**src/tlp_chk_pkg.sv**
```systemverilog
package tlp_chk_pkg;

    typedef enum logic [2:0] {
        KIND_MEM = 3'h0,
        KIND_IO = 3'h1,
        KIND_CFG0 = 3'h2,
        KIND_CFG1 = 3'h3,
        KIND_CPL = 3'h4,
        KIND_MSG_ID = 3'h5,
        KIND_MSG_BCAST = 3'h6,
        KIND_OTHER = 3'h7
    } tlp_kind_type;

    typedef enum logic [3:0] {
        ERR_NONE = 4'h0,
        ERR_POISON = 4'h1,
        ERR_UNEXP_CPL = 4'h2,
        ERR_UR = 4'h3,
        ERR_MCAST = 4'h4,
        ERR_ACS = 4'h5,
        ERR_MALF = 4'h6,
        ERR_ECRC = 4'h7,
        ERR_OVFL = 4'h8
    } err_code_type;

    typedef enum logic [0:0] {
        LOG_OPEN = 1'b0,
        LOG_HELD = 1'b1
    } log_state_type;

    // =========================================================
    // Register map
    localparam logic [7:0] ADDR_CTRL = 8'h00;
    localparam logic [7:0] ADDR_DEV_EN = 8'h04;
    localparam logic [7:0] ADDR_LOG = 8'h08;
    localparam logic [7:0] ADDR_LOG_CLEAR = 8'h0C;
    localparam logic [7:0] ADDR_COUNT = 8'h10;

    localparam int CTRL_IS_UP = 0;
    localparam int CTRL_MEM_EN = 1;
    localparam int CTRL_IO_EN = 2;
    localparam int CTRL_MASTER_EN = 3;
    localparam int CTRL_USP_MASTER_EN = 4;
    localparam int CTRL_UP_FWD = 5;
    localparam int CTRL_ALT_ID = 6;
    localparam int CTRL_VGA_EN = 7;
    localparam int CTRL_WIDTH = 8;

    localparam int LOG_HELD_BIT = 4;
    localparam int COUNT_WIDTH = 16;
    localparam int ERR_WIDTH = 8;

    localparam logic [7:0] CTRL_RST = 8'h00;
    localparam logic [31:0] DEV_EN_RST = 32'h0000_0000;
    localparam logic [15:0] COUNT_MAX = 16'hFFFF;

endpackage : tlp_chk_pkg

```
**src/route_chk_if.sv**
```systemverilog
`timescale 1ns/1ps
`default_nettype none

interface route_chk_if;
    tlp_chk_pkg::tlp_kind_type kind;
    logic is_up;
    logic mem_space_enable;
    logic io_space_enable;
    logic master_enable;
    logic usp_master_enable;
    logic up_fwd_enable;
    logic alt_routing_id_enable;
    logic vga_enable;
    logic [31:0] dev_enable;
    logic primary_side;
    logic hit_upstream;
    logic hit_other_dsp;
    logic hit_ingress;
    logic to_upstream;
    logic vga_route;
    logic via_usp_bridge;
    logic conv_at_usp;
    logic conv_at_dsp;
    logic [4:0] target_dev;
    logic targets_dsp;
    logic route_valid;
    logic cpl_internal;
    logic vendor;
    logic targets_enabled_port;
    logic route_err;
    logic cpl_drop;
    logic cpl_unexpected;
    logic silent_discard;
    logic fwd_up;

    modport checker_end (
        input kind, is_up, mem_space_enable, io_space_enable, master_enable, usp_master_enable,
        input up_fwd_enable, alt_routing_id_enable, vga_enable, dev_enable, primary_side,
        input hit_upstream, hit_other_dsp, hit_ingress, to_upstream, vga_route, via_usp_bridge,
        input conv_at_usp, conv_at_dsp, target_dev, targets_dsp, route_valid, cpl_internal,
        input vendor, targets_enabled_port,
        output route_err, cpl_drop, cpl_unexpected, silent_discard, fwd_up
    );

    modport core_end (
        output kind, is_up, mem_space_enable, io_space_enable, master_enable, usp_master_enable,
        output up_fwd_enable, alt_routing_id_enable, vga_enable, dev_enable, primary_side,
        output hit_upstream, hit_other_dsp, hit_ingress, to_upstream, vga_route, via_usp_bridge,
        output conv_at_usp, conv_at_dsp, target_dev, targets_dsp, route_valid, cpl_internal,
        output vendor, targets_enabled_port,
        input route_err, cpl_drop, cpl_unexpected, silent_discard, fwd_up
    );
endinterface : route_chk_if

`default_nettype wire

```
**src/tlp_error_priority_and_route_check.sv**
```systemverilog
// Our own choices: the address map and strobed register access.
`timescale 1ns/1ps
`default_nettype none

module tlp_error_priority_and_route_check (
    // Clock, reset and enable
    input wire logic mclk_i,
    input wire logic rst_i,
    input wire logic ce_i,
    // Register port
    input wire logic [7:0] addr_i,
    input wire logic [31:0] wdata_i,
    input wire logic wr_i,
    input wire logic rd_i,
    output logic [31:0] rdata_o,
    // Received TLP descriptor
    input wire logic tlp_valid_i,
    input wire logic [2:0] tlp_kind_i,
    input wire logic non_posted_i,
    input wire logic vendor_i,
    input wire logic primary_side_i,
    input wire logic final_target_i,
    // Raw error detections
    input wire logic overflow_i,
    input wire logic ecrc_err_i,
    input wire logic malformed_i,
    input wire logic acs_block_i,
    input wire logic mcast_block_i,
    input wire logic poisoned_i,
    // Address and ID decode results
    input wire logic hit_upstream_i,
    input wire logic hit_other_dsp_i,
    input wire logic hit_ingress_i,
    input wire logic to_upstream_i,
    input wire logic vga_route_i,
    input wire logic via_usp_bridge_i,
    input wire logic conv_at_usp_i,
    input wire logic conv_at_dsp_i,
    input wire logic [4:0] target_dev_i,
    input wire logic targets_dsp_i,
    input wire logic route_valid_i,
    input wire logic cpl_internal_i,
    input wire logic targets_enabled_port_i,
    // Handling result
    output logic res_valid_o,
    output logic fwd_o,
    output logic fwd_upstream_o,
    output logic drop_o,
    output logic nullify_o,
    output logic ur_cpl_o,
    output logic ca_cpl_o,
    output logic log_valid_o,
    output logic [3:0] log_code_o
);
    // =========================================================
    // Register state
    logic [tlp_chk_pkg::CTRL_WIDTH-1:0] ctrl;
    logic [tlp_chk_pkg::CTRL_WIDTH-1:0] next_ctrl;
    logic [31:0] dev_enable;
    logic [31:0] next_dev_enable;
    logic [31:0] next_rdata;
    tlp_chk_pkg::log_state_type log_state;
    tlp_chk_pkg::log_state_type next_log_state;
    logic [3:0] first_code;
    logic [3:0] next_first_code;
    logic [tlp_chk_pkg::COUNT_WIDTH-1:0] log_count;
    logic [tlp_chk_pkg::COUNT_WIDTH-1:0] next_log_count;

    // =========================================================
    // Result state
    logic next_res_valid;
    logic next_fwd;
    logic next_fwd_upstream;
    logic next_drop;
    logic next_nullify;
    logic next_ur_cpl;
    logic next_ca_cpl;
    logic next_log_valid;
    tlp_chk_pkg::err_code_type next_log_code;

    // =========================================================
    // Routing checker
    route_chk_if rci ();

    assign rci.kind = tlp_chk_pkg::tlp_kind_type'(tlp_kind_i);
    assign rci.is_up = ctrl[tlp_chk_pkg::CTRL_IS_UP];
    assign rci.mem_space_enable = ctrl[tlp_chk_pkg::CTRL_MEM_EN];
    assign rci.io_space_enable = ctrl[tlp_chk_pkg::CTRL_IO_EN];
    assign rci.master_enable = ctrl[tlp_chk_pkg::CTRL_MASTER_EN];
    assign rci.usp_master_enable = ctrl[tlp_chk_pkg::CTRL_USP_MASTER_EN];
    assign rci.up_fwd_enable = ctrl[tlp_chk_pkg::CTRL_UP_FWD];
    assign rci.alt_routing_id_enable = ctrl[tlp_chk_pkg::CTRL_ALT_ID];
    assign rci.vga_enable = ctrl[tlp_chk_pkg::CTRL_VGA_EN];
    assign rci.dev_enable = dev_enable;
    assign rci.primary_side = primary_side_i;
    assign rci.hit_upstream = hit_upstream_i;
    assign rci.hit_other_dsp = hit_other_dsp_i;
    assign rci.hit_ingress = hit_ingress_i;
    assign rci.to_upstream = to_upstream_i;
    assign rci.vga_route = vga_route_i;
    assign rci.via_usp_bridge = via_usp_bridge_i;
    assign rci.conv_at_usp = conv_at_usp_i;
    assign rci.conv_at_dsp = conv_at_dsp_i;
    assign rci.target_dev = target_dev_i;
    assign rci.targets_dsp = targets_dsp_i;
    assign rci.route_valid = route_valid_i;
    assign rci.cpl_internal = cpl_internal_i;
    assign rci.vendor = vendor_i;
    assign rci.targets_enabled_port = targets_enabled_port_i;

    route_checker u_route_checker (
        .rc(rci.checker_end)
    );

    // =========================================================
    // Parallel error evaluation
    // All checks are computed in the same cycle; a TLP that an earlier check
    // removes from the stream gates the actions of the later ones, while the
    // log only ever sees the top detection.
    logic ecrc_det;
    logic live;
    logic malf_det;
    logic acs_det;
    logic mcast_det;
    logic ur_det;
    logic uc_det;
    logic poison_det;
    logic silent;
    logic [tlp_chk_pkg::ERR_WIDTH-1:0] det;
    logic [tlp_chk_pkg::ERR_WIDTH-1:0] top_hit;
    logic [tlp_chk_pkg::ERR_WIDTH:0] above;

    always_comb begin
        ecrc_det = ecrc_err_i && !overflow_i;
        live = !(ecrc_det && final_target_i);
        malf_det = malformed_i && live;
        acs_det = acs_block_i && live && !malf_det;
        mcast_det = mcast_block_i && live && !malf_det && !acs_det;
        ur_det = rci.route_err && live && !malf_det && !acs_det && !mcast_det;
        uc_det = rci.cpl_unexpected && live && !malf_det && !acs_det && !mcast_det;
        silent = (rci.cpl_drop || rci.silent_discard) && live && !malf_det && !acs_det && !mcast_det;
        poison_det = poisoned_i && live && !malf_det && !acs_det && !mcast_det && !ur_det
            && !uc_det && !silent;
        det = {overflow_i, ecrc_det, malf_det, acs_det, mcast_det, ur_det, uc_det, poison_det};
    end

    // Bit k of det wins only when no higher bit is set.
    assign above[tlp_chk_pkg::ERR_WIDTH] = 1'b0;
    genvar gi;
    generate
        for (gi = tlp_chk_pkg::ERR_WIDTH - 1; gi >= 0; gi--) begin : g_prio
            assign top_hit[gi] = det[gi] && !above[gi+1];
            assign above[gi] = above[gi+1] || det[gi];
        end
    endgenerate

    // =========================================================
    // Handling actions and log selection
    always_comb begin
        next_res_valid = tlp_valid_i;
        next_drop = 1'b0;
        next_nullify = 1'b0;
        next_ur_cpl = 1'b0;
        next_ca_cpl = 1'b0;
        next_fwd = 1'b0;
        next_fwd_upstream = 1'b0;
        next_log_valid = 1'b0;
        next_log_code = tlp_chk_pkg::ERR_NONE;
        if (tlp_valid_i) begin
            if (!live) begin
                next_drop = 1'b1;
            end else if (malf_det) begin
                next_nullify = 1'b1;
            end else if (acs_det) begin
                next_drop = 1'b1;
                next_ca_cpl = non_posted_i && !ecrc_det;
            end else if (mcast_det) begin
                next_drop = 1'b1;
            end else if (ur_det) begin
                next_drop = 1'b1;
                next_ur_cpl = non_posted_i && !ecrc_det;
            end else if (uc_det || silent) begin
                next_drop = 1'b1;
            end else begin
                // Overflow acts only by masking ECRC detection; ECRC and poison may cross.
                next_fwd = 1'b1;
                next_fwd_upstream = rci.fwd_up;
            end
            next_log_valid = |top_hit;
            case (1'b1)
                top_hit[7]: next_log_code = tlp_chk_pkg::ERR_OVFL;
                top_hit[6]: next_log_code = tlp_chk_pkg::ERR_ECRC;
                top_hit[5]: next_log_code = tlp_chk_pkg::ERR_MALF;
                top_hit[4]: next_log_code = tlp_chk_pkg::ERR_ACS;
                top_hit[3]: next_log_code = tlp_chk_pkg::ERR_MCAST;
                top_hit[2]: next_log_code = tlp_chk_pkg::ERR_UR;
                top_hit[1]: next_log_code = tlp_chk_pkg::ERR_UNEXP_CPL;
                top_hit[0]: next_log_code = tlp_chk_pkg::ERR_POISON;
                default: next_log_code = tlp_chk_pkg::ERR_NONE;
            endcase
        end
    end

    always_ff @(posedge mclk_i or posedge rst_i) begin
        if (rst_i) begin
            res_valid_o <= 1'b0;
            fwd_o <= 1'b0;
            fwd_upstream_o <= 1'b0;
            drop_o <= 1'b0;
            nullify_o <= 1'b0;
            ur_cpl_o <= 1'b0;
            ca_cpl_o <= 1'b0;
            log_valid_o <= 1'b0;
            log_code_o <= 4'h0;
        end else if (ce_i) begin
            res_valid_o <= next_res_valid;
            fwd_o <= next_fwd;
            fwd_upstream_o <= next_fwd_upstream;
            drop_o <= next_drop;
            nullify_o <= next_nullify;
            ur_cpl_o <= next_ur_cpl;
            ca_cpl_o <= next_ca_cpl;
            log_valid_o <= next_log_valid;
            log_code_o <= next_log_code;
        end
    end

    // =========================================================
    // Register file and error log
    // A new logged error in the same cycle as a clear re-captures, so no
    // event is lost to the clear.
    always_comb begin
        next_ctrl = ctrl;
        next_dev_enable = dev_enable;
        next_log_state = log_state;
        next_first_code = first_code;
        next_log_count = log_count;
        next_rdata = 32'h0000_0000;
        if (wr_i) begin
            case (addr_i)
                tlp_chk_pkg::ADDR_CTRL: next_ctrl = wdata_i[tlp_chk_pkg::CTRL_WIDTH-1:0];
                tlp_chk_pkg::ADDR_DEV_EN: next_dev_enable = wdata_i;
                tlp_chk_pkg::ADDR_LOG_CLEAR: begin
                    if (wdata_i[tlp_chk_pkg::LOG_HELD_BIT]) next_log_state = tlp_chk_pkg::LOG_OPEN;
                end
                default: next_ctrl = ctrl;
            endcase
        end
        if (next_log_valid) begin
            if (log_count != tlp_chk_pkg::COUNT_MAX) next_log_count = log_count + 16'h0001;
            case (log_state)
                tlp_chk_pkg::LOG_OPEN: begin
                    next_log_state = tlp_chk_pkg::LOG_HELD;
                    next_first_code = next_log_code;
                end
                tlp_chk_pkg::LOG_HELD: begin
                    if (next_log_state == tlp_chk_pkg::LOG_OPEN) begin
                        next_log_state = tlp_chk_pkg::LOG_HELD;
                        next_first_code = next_log_code;
                    end
                end
                default: next_log_state = tlp_chk_pkg::LOG_HELD;
            endcase
        end
        if (rd_i) begin
            case (addr_i)
                tlp_chk_pkg::ADDR_CTRL: next_rdata = {24'h000000, ctrl};
                tlp_chk_pkg::ADDR_DEV_EN: next_rdata = dev_enable;
                tlp_chk_pkg::ADDR_LOG: next_rdata = {27'h0000000, log_state == tlp_chk_pkg::LOG_HELD, first_code};
                tlp_chk_pkg::ADDR_COUNT: next_rdata = {16'h0000, log_count};
                default: next_rdata = 32'h0000_0000;
            endcase
        end
    end

    always_ff @(posedge mclk_i or posedge rst_i) begin
        if (rst_i) begin
            ctrl <= tlp_chk_pkg::CTRL_RST;
            dev_enable <= tlp_chk_pkg::DEV_EN_RST;
            log_state <= tlp_chk_pkg::LOG_OPEN;
            first_code <= 4'h0;
            log_count <= 16'h0000;
            rdata_o <= 32'h0000_0000;
        end else if (ce_i) begin
            ctrl <= next_ctrl;
            dev_enable <= next_dev_enable;
            log_state <= next_log_state;
            first_code <= next_first_code;
            log_count <= next_log_count;
            rdata_o <= next_rdata;
        end
    end

endmodule : tlp_error_priority_and_route_check

`default_nettype wire

```
**src/route_checker.sv**
```systemverilog
`timescale 1ns/1ps
`default_nettype none

module route_checker (
    route_chk_if.checker_end rc
);
    logic dev_present;
    logic back_to_ingress;

    always_comb begin
        dev_present = rc.dev_enable[rc.target_dev];
        back_to_ingress = rc.hit_ingress && !rc.is_up;
        rc.route_err = 1'b0;
        rc.cpl_drop = 1'b0;
        rc.cpl_unexpected = 1'b0;
        rc.silent_discard = 1'b0;
        rc.fwd_up = 1'b0;
        case (rc.kind)
            tlp_chk_pkg::KIND_MEM, tlp_chk_pkg::KIND_IO: begin
                if (rc.is_up && rc.hit_upstream && !rc.hit_other_dsp) rc.route_err = 1'b1;
                if (!rc.is_up && !rc.hit_other_dsp && rc.hit_upstream) rc.route_err = 1'b1;
                if (back_to_ingress) begin
                    if (rc.up_fwd_enable) rc.fwd_up = 1'b1;
                    else rc.route_err = 1'b1;
                end
                if (rc.primary_side && rc.kind == tlp_chk_pkg::KIND_MEM && !rc.mem_space_enable) begin
                    rc.route_err = 1'b1;
                end
                if (rc.primary_side && rc.kind == tlp_chk_pkg::KIND_IO && !rc.io_space_enable) begin
                    rc.route_err = 1'b1;
                end
                if (!rc.is_up && !rc.master_enable) rc.route_err = 1'b1;
                if (!rc.is_up && rc.to_upstream && !rc.usp_master_enable) rc.route_err = 1'b1;
                if (!rc.is_up && rc.vga_route && rc.vga_enable) rc.route_err = 1'b1;
            end
            tlp_chk_pkg::KIND_CFG0, tlp_chk_pkg::KIND_CFG1: begin
                if (!rc.is_up) rc.route_err = 1'b1;
                if (rc.kind == tlp_chk_pkg::KIND_CFG1 && rc.is_up && !rc.via_usp_bridge) begin
                    rc.route_err = 1'b1;
                end
                if (rc.conv_at_usp && !dev_present) rc.route_err = 1'b1;
                if (rc.conv_at_dsp && rc.target_dev != 5'h00 && !rc.alt_routing_id_enable) begin
                    rc.route_err = 1'b1;
                end
            end
            tlp_chk_pkg::KIND_CPL: begin
                if (!rc.route_valid) rc.cpl_drop = 1'b1;
                else if (rc.cpl_internal) rc.cpl_unexpected = 1'b1;
                else if (back_to_ingress) begin
                    if (rc.up_fwd_enable) rc.fwd_up = 1'b1;
                    else rc.cpl_drop = 1'b1;
                end
            end
            tlp_chk_pkg::KIND_MSG_ID: begin
                if (!rc.route_valid) rc.route_err = 1'b1;
                if (rc.targets_dsp && !dev_present) rc.route_err = 1'b1;
                if (back_to_ingress) begin
                    if (rc.up_fwd_enable) rc.fwd_up = 1'b1;
                    else rc.route_err = 1'b1;
                end
            end
            tlp_chk_pkg::KIND_MSG_BCAST: begin
                if (rc.vendor) rc.silent_discard = 1'b1;
                else if (rc.targets_enabled_port || rc.is_up) rc.route_err = 1'b1;
            end
            default: begin
                rc.route_err = 1'b0;
            end
        endcase
    end
endmodule : route_checker

`default_nettype wire

```
**config.mk**
```make
export PLATFORM = sky130hd
export DESIGN_NAME = tlp_error_priority_and_route_check
export DESIGN_NICKNAME = d
export VERILOG_FILES = /design/src/tlp_chk_pkg.sv /design/src/route_chk_if.sv /design/src/tlp_error_priority_and_route_check.sv /design/src/route_checker.sv
export SDC_FILE = /design/constraint.sdc
export NUM_CORES = 1
export LEC_CHECK = 0
export CORE_UTILIZATION = 45
export CTS_CLUSTER_DIAMETER = 80
export DETAILED_ROUTE_END_ITERATION = 6
export DONT_BUFFER_PORTS = 1
export HOLD_SLACK_MARGIN = 0.12
export MAX_ROUTING_LAYER = met4
export PLACE_DENSITY = 0.69
export SLEW_MARGIN = 40
export SYNTH_ARGS = -nofsm -noshare
export SYNTH_HDL_FRONTEND = slang
export SYNTH_SLANG_ARGS = --single-unit
```
**constraint.sdc**
```tcl
create_clock -name mclk_i -period 5.3 [get_ports mclk_i]
set_clock_uncertainty 0.15 [all_clocks]
set_input_delay 0.795 -clock mclk_i [delete_from_list [all_inputs] [get_ports mclk_i]]
set_output_delay 0.795 -clock mclk_i [all_outputs]
set_load 0.01 [all_outputs]
```
# == Word level (Yosys, flattened, before mapping) ==
# Cells that the tools add are included.
# word_totals
register_bits,105
in_bits,76
out_inout_bits,44
elab_cells,218
# classes
addsub,1
order_cmp,1
eq_ne,12
mux,89
bitwise,1
reduce_logical,99
# ops
operator,count
$pmux W32 S4,1
$mux W1,74
$logic_and A1 B1 Y1,55
$mux W32,1
$logic_not A1 Y1,24
$add A16 B1 Y16 const B,1
$eq A8 B4 Y1 const B,2
$ne A16 B16 Y1 const B,1
$mux W3,4
$mux W4,3
$reduce_and A3 Y1,4
$eq A3 B3 Y1 const B,3
$logic_or A1 B1 Y1,9
$eq A8 B3 Y1 const B,1
$eq A8 B5 Y1 const B,1
$logic_not A8 Y1,1
$pmux W4 S2,1
$reduce_or A8 Y1,1
$eq A3 B2 Y1 const B,2
$lt A5 B6 Y1 const B,1
$bmux W1 S5,1
$reduce_bool A5 Y1,1
$mux W2,2
$pmux W1 S4,1
7 further kinds,8

# == Longest topological paths before layout ==
# Gate-level depths: netlist of the first run.
# depth
depth_word,32
ltp_mapped,9
ltp_nobuf,7

# == Cells and area by module ==
# A second synthesis of the first run with hierarchy kept.
# hier_totals
hier_cells,412
hier_area_um2,5245.0
# modules_own_cells
module,n_inst,cells_each,area_each_um2,seq_area_each_um2
tlp_error_priority_and_route_check,1,364,4755.8,2627.5
route_checker,1,48,489.2,0.0

# == Worst setup path after synthesis of the first run ==
# No wires, ideal clock.
# synth_path
path_type,input to register
from,input port addr_i[0]
to,register first_code[1]
setup_ns,0.125
t_arrival_ns,2.727
t_required_ns,5.025
slack_ns,2.298
path_stages,7
n_path_buf,1
cell_sequence,or4_1 -> or3_4 -> nor2_1 -> and2b_1 -> or3_4 -> buf_6 -> mux2_4
# synth_via
elab_chain_cells,5
# synth_lines
element,line,source
start: declaration,tlp_error_priority_and_route_check.sv:11,"input wire logic [7:0] addr_i,"
$eq A8 B4 Y1,tlp_error_priority_and_route_check.sv:240,case (addr_i)
$mux W1,tlp_error_priority_and_route_check.sv:240,
$mux W1,tlp_error_priority_and_route_check.sv:239,if (wr_i) begin
$ne A2 B2 Y1 (no source line),--,
$reduce_and A3 Y1 (no source line),--,
end signal: assignment,tlp_error_priority_and_route_check.sv:288,first_code <= next_first_code;
end: declaration,tlp_error_priority_and_route_check.sv:64,logic [3:0] first_code;
# Every way passes these cells.
# A chain may end at the register's enable or synchronous reset.

# == Worst setup path after layout of the first run ==
# layout_path
from,input port addr_i[0]
to,register rdata_o[22]
# layout_via
elab_chain_cells,3
word_cells_on_any_way,6
cone_classes,eq/ne: 3; mux: 2; reduce/logical: 1
# layout_lines
element,line,source
"$eq A8 B5 Y1, or another cell as far along",tlp_error_priority_and_route_check.sv:266,case (addr_i)
$pmux W32 S4 *,tlp_error_priority_and_route_check.sv:266,
$mux W32 *,tlp_error_priority_and_route_check.sv:265,if (rd_i) begin
end signal: assignment,tlp_error_priority_and_route_check.sv:290,rdata_o <= next_rdata;
end: declaration,tlp_error_priority_and_route_check.sv:15,"output logic [31:0] rdata_o,"
# Every way passes the cells marked *; elsewhere a longest branch is shown, timed or not.

==> flow_summary.yaml, run 1 <==
timing:
  rsz0062_at_grt: "false"
  finalMaxSlewViolations: 0
  min_period_over_period_pct: 58.7
  post-route-min-period_ns: 3.11
  fmax_mhz: 321
  relSlewSlack_pct: 49.7
  hold_viol_final: 0
  setup_tns_ns: 0
  worst_slew_pin_slew_ns: 0.742
  final-setup-viol-count: 0
global_route:
  grt_pass1_wl_um: 18700
  antenna_found_initial: 0
  track_usage_pct: 21.8
  grt_pass1_vias: 3429
  globalRoute.totalOverflow: 0
  grt_max_degree: 59
route:
  drt_iter0_drc: 217
  drc_errors: 0
  vias_per_cell: 5.82
  wl_um: 11800
  firstDrtPassIters: 5
  drt.antenna.violating_nets: 0
  routedWlPerCell_um: 19.6
  via_count: 3510
clock_network:
  htree_num_levels: 3
  numClockSinks: 105
  worstSkewPairLatency_ns: 0.34
  cts_root_buf: "clkbuf_16"
  cts_resized: 0
  cts_buffer_depth: 2
  cts_setup_buffers: 0
  cts_tree: "built"
  cts_buffers: 9
  clk_pin_slew_ns: 0.07
  cts_hold_buf: 0
floorplanning:
  die_y_um: 109
  die_w_um: 109
  die_area_um2: 11900
  initial_core_util_pct: 46.9
  fp-row-count: 38
  core_um2: 11000
  ios: 120
placement:
  gp_congestion: 0.874
  numPlacedInstances: 588
  portBuffers: 0
  place_hpwl_um: 8560
setup_path:
  end_kind: "flip-flop"
  path_max_fanout: 16
  crit_type: "primary input to flip-flop"
  start_kind: "primary input"
  arrival_ns: 3.22
  required_ns: 5.40
cells_and_area:
  fill_cells: 976
  most-common-layout-cells: "dfrtp_1 (105), mux2_2 (50), inv_1 (47), nand2_1 (32), o21ai_0 (26)"
  layout_commonest_cell: "dfrtp_1"
  final_cell_count_no_fill: 603
  area_growth_pct: 7.68
  drive_gt1_share_pct: 19.2
  insertedDiodeCount: 0
  nNetsFinal: 536
logic_synthesis:
  dominantRegCellSynth: "dfrtp_1"
  synth.ff_latch_count: 105
  synth_fp_nets: 543
  syn_area_um2: 5150
  async_reset_ff_share_pct: 100
  yosysWarnings: 0
  synthCells: 466
  avgSynthCellArea_um2: 11.0
  synth-edff-count: 0
  synth_cell_types: 65
  yosysSeqAreaShare_pct: 51.1
min_path:
  hold_path.class: "primary input to async pin"
power_and_ir_drop:
  p_leak_nw: 2.48
  powerDensity_nw_per_um2: 308
  peakVddDrop_mv: 0.192
run:
  drv_cap: 0
run_status:
  status: "finished clean"
per-layer routing:
| metal | share of wire [%] | vias to the layer above | global-route usage [%] |
|---|---|---|---|
| met4 | 2.1 | 0 | 8.30 |
| met5 | 0 | - | - |
| met2 | 46 | 127 | 32.7 |
| li1 | - | 1638 | - |
| met1 | 44 | 1728 | 27.9 |
| met3 | 8.1 | 17 | 6.34 |
report_power, final:
group          internal (mW)  switching (mW)
clock                  0.379           0.288
sequential             0.850          0.0600
combinational         0.0630          0.0659
final cells by class:
class | instances | area, um^2 | share of cell area, %
Sequential cell | 105 | 2630 | 47.4
Multi-Input combinational cell | 291 | 2230 | 40.3
Clock buffer | 11 | 243 | 4.38
Inverter | 48 | 183 | 3.30
Tap cell | 140 | 175 | 3.16
Clock inverter | 4 | 52.6 | 0.948
Timing Repair Buffer | 4 | 30.0 | 0.542
final timing paths:
path                                               start                    endpoint  slack (ns)  cells after the start
worst min-delay path                               rst_i  dev_enable[31]$_DFFE_PP0P_        0.30                      1
max in group asynchronous                          rst_i      rdata_o[0]$_DFFE_PP0P_        3.64                      2
worst max register to register       ctrl[0]$_DFFE_PP0P_    log_count[1]$_DFFE_PP0P_        2.41                      6
worst max-delay path                           addr_i[0]     rdata_o[22]$_DFFE_PP0P_        2.19                      7
worst min register to register  log_count[9]$_DFFE_PP0P_    log_count[9]$_DFFE_PP0P_        0.35                      1
min in group mclk_i             log_count[9]$_DFFE_PP0P_    log_count[9]$_DFFE_PP0P_        0.35                      1
registers in the layout, summed over array words and instances, names as in the netlist, 4 cells and up:
register / count
ctrl: 8
dev_enable: 32
first_code: 4
log_code_o: 4
log_count: 16
rdata_o: 32
Yosys cell counts (2+ instances only):
master / n / area, um^2
dfrtp_1: 105 / 2630
mux2_2: 50 / 563
inv_1: 48 / 180
nand2_1: 32 / 120
o21ai_0: 26 / 130
o22ai_1: 19 / 119
nor2_1: 17 / 63.8
a22oi_1: 14 / 105
nor3_1: 12 / 60.1
xor2_1: 12 / 105
clkbuf_1: 11 / 41.3
nand3_1: 11 / 55.1
and3_1: 7 / 43.8
buf_2: 7 / 35.0
nand2b_1: 6 / 37.5
and2_1: 5 / 31.3
nand3b_1: 5 / 37.5
nand4_1: 5 / 31.3
a21oi_1: 4 / 20.0
a222oi_1: 4 / 40.0
nor2b_1: 4 / 25.0
nor3b_1: 4 / 30.0
mux2_1: 3 / 33.8
mux2_4: 3 / 45.0
mux2i_1: 3 / 30.0
mux4_1: 3 / 78.8
mux4_2: 3 / 67.6
a21boi_0: 2 / 15.0
buf_6: 2 / 22.5
o311ai_1: 2 / 17.5
or3_4: 2 / 22.5
xnor2_1: 2 / 17.5
logic make-up (layout without fill, tap and decap cells):
kind of cell / count (synthesis) / after routing / synth area share (%)
and+or+nand+nor: 121 / 121 / 12.6
DFF: 105 / 105 / 51.1
AOI/OAI and AO/OA: 90 / 90 / 12.2
buffers and inverters: 70 / 67 / 5.66
muxes: 65 / 65 / 15.9
xor gates and xnor gates: 14 / 14 / 2.38
adders and majority gates: 1 / 1 / 0.243
worst max-delay path, stage by stage:
cell	delay (ns)
or4_1	0.53
or3_4	0.38
nor2_4	0.17
and2_1	0.46
and3_1	0.64
nand2_1	0.12
o21ai_0	0.11
metrics by stage:
stage / total power, mW / setup slack, ns / util [%] / area [um^2] / hold slack [ns]
after floorplan: 1.02 / 1.59 / - / 5150 / 0.306
after global placement: 1.05 / 1.91 / 47.7 / 5240 / 0.329
after detailed placement: 1.05 / 1.85 / 47.8 / 5250 / 0.341
after CTS: 1.72 / 2.20 / 50.5 / 5540 / 0.319
after global routing: 1.78 / 1.99 / 50.5 / 5540 / 0.358
final: 1.71 / 2.19 / 50.5 / 5540 / 0.295
No activity file was read; power rests on OpenSTA's default activity.
==> inputs of run 2 (changes only) <==
- clock period: 5.3 -> 3.01 ns (I/O delays scaled with it)
==> run 2 against run 1 <==
Net effect: clock-buffer cell count grew 1; routed wire length grew 7.2%; combinational power rose by 120%; worst setup slack lost 1.9 ns; register-to-register slack got worse by 2.1 ns; sequential cell count did not move; die area unchanged.
==> flow_summary.yaml, run 2 (synthesized netlist as in run 1, its figures left out) <==
global_route:
  track_usage_pct: 22.8
  grt_pass1_wl_um: 19800
  globalRoute.totalOverflow: 0
  grt_pass1_vias: 3721
  grt_max_degree: 77
  antenna_found_initial: 0
placement:
  gp_congestion: 0.937
  numPlacedInstances: 592
  portBuffers: 0
  place_hpwl_um: 8780
  dp_slack_ns: 0.253
timing:
  hold_viol_final: 0
  setup_tns_ns: 0
  setup_ws_ns: 0.295
  worst_slew_pin_slew_ns: 0.715
  fmax_mhz: 368
  final-setup-viol-count: 0
  finalMaxSlewViolations: 0
  min_period_over_period_pct: 90.2
  rsz0062_at_grt: "false"
  post-route-min-period_ns: 2.72
  relSlewSlack_pct: 51.6
floorplanning:
  ios: 120
  core_um2: 11000
  die_w_um: 109
  initial_core_util_pct: 46.9
  die_area_um2: 11900
  die_y_um: 109
  fp-row-count: 38
clock_network:
  cts_root_buf: "clkbuf_16"
  numClockSinks: 105
  cts_resized: 0
  worstSkewPairLatency_ns: 0.34
  clk_pin_slew_ns: 0.07
  cts_buffer_depth: 2
  cts_buffers: 9
  cts_hold_buf: 36
  htree_num_levels: 3
  cts_setup_buffers: 0
  cts_tree: "built"
cells_and_area:
  most-common-layout-cells: "dfrtp_1 (105), mux2_2 (50), inv_1 (47), dlygate4sd3_1 (35), nand2_1 (32)"
  insertedDiodeCount: 0
  final_cell_count_no_fill: 644
  area_growth_pct: 15.1
  nNetsFinal: 576
  top_regs: "dev_enable: 32 flops, rdata_o: 32 flops, log_count: 16 flops"
  drive_gt1_share_pct: 18.3
  layout_commonest_cell: "dfrtp_1"
setup_path:
  path_delay_family: "compound AO/OA/AOI/OAI gates"
  cp_slowest_cell: "dfrtp_1"
  path_max_fanout: 16
  start_kind: "flip-flop"
  end_kind: "flip-flop"
  cpPeakStageDelay_ns: 0.44
  critPathBufInv: 1
  arrival_ns: 2.80
  required_ns: 3.09
  crit_type: "flip-flop to flip-flop"
  path_cells: "nor3b_1 > o311ai_1 > o31ai_1 > o2111ai_1 > o21ai_1 > buf_4 > mux2_2"
route:
  vias_per_cell: 5.86
  wl_um: 12700
  via_count: 3771
  firstDrtPassIters: 5
  drt.antenna.violating_nets: 0
  routedWlPerCell_um: 19.7
  drc_errors: 0
  drt_iter0_drc: 248
power_and_ir_drop:
  peakVddDrop_mv: 0.330
  powerDensity_nw_per_um2: 502
  p_leak_nw: 2.63
run_status:
  status: "finished clean"
min_path:
  hold_path.class: "primary input to flip-flop"
run:
  drv_cap: 0
==> run 2: changes by cell type in the layout (fill, tap and decap cells not counted), moves of 2 or more <==
cell,delta
buf_12,+2
buf_4,+3
clkbuf_1,+2
clkinvlp_4,+2
dlygate4sd3_1,+35
==> run 2: per-layer routing <==
| layer | vias to the layer above | GRT usage [%] | wire length (um) |
|---|---|---|---|
| li1 | 1722 | - | - |
| met5 | - | - | 0 |
| met2 | 151 | 35.4 | 5990 |
| met1 | 1867 | 28.9 | 5430 |
| met4 | 0 | 8.49 | 336 |
| met3 | 31 | 5.68 | 935 |
==> run 2: where the power goes <==
group / switching [mW] / internal [mW]
Sequential: 0.107 / 1.50
Clock: 0.522 / 0.564
Combinational: 0.137 / 0.147
Total: 0.766 / 2.21
==> run 2: layout make-up <==
| type | instances | area (um^2) |
|---|---|---|
| flip-flops and latches | 105 | 2630 |
| multi-input cells | 291 | 2230 |
| well taps | 140 | 175 |
| clock buffers | 12 | 236 |
| repair buffers | 44 | 443 |
| inverters | 48 | 184 |
| fillers | 954 | 5060 |
| clock inverters | 4 | 30.0 |
==> run 2: path summary, 6_finish.rpt <==
path	from	end	slack, ns	cells after the start
worst max-delay path	ctrl[5]$_DFFE_PP0P_	log_count[1]$_DFFE_PP0P_	0.29	7
worst min-delay path	ce_i	log_state$_DFFE_PP0P_	0.14	3
worst max register to register	ctrl[5]$_DFFE_PP0P_	log_count[1]$_DFFE_PP0P_	0.29	7
worst min register to register	first_code[1]$_DFFE_PP0P_	first_code[1]$_DFFE_PP0P_	0.36	1
max in group asynchronous	rst_i	dev_enable[12]$_DFFE_PP0P_	1.37	3
min in group asynchronous	rst_i	dev_enable[27]$_DFFE_PP0P_	0.53	2
==> run 2: through the flow <==
| step | utilization [%] | hold slack, ns | cell area, um^2 | total power [mW] |
|---|---|---|---|---|
| finish | 53.9 | 0.136 | 5920 | 2.97 |
| global route | 53.9 | 0.146 | 5920 | 3.08 |
| detailed placement | 48.1 | 0.305 | 5290 | 1.86 |
| floorplan | - | 0.306 | 5150 | 1.80 |
| global placement | 48.1 | 0.297 | 5290 | 1.85 |
| CTS | 53.9 | 0.126 | 5920 | 2.99 |
==> run 2: tightest hold or removal path: stages <==
cell     delay [ns]
nand2_1        0.04
nand2_1        0.04
o21ai_0        0.06
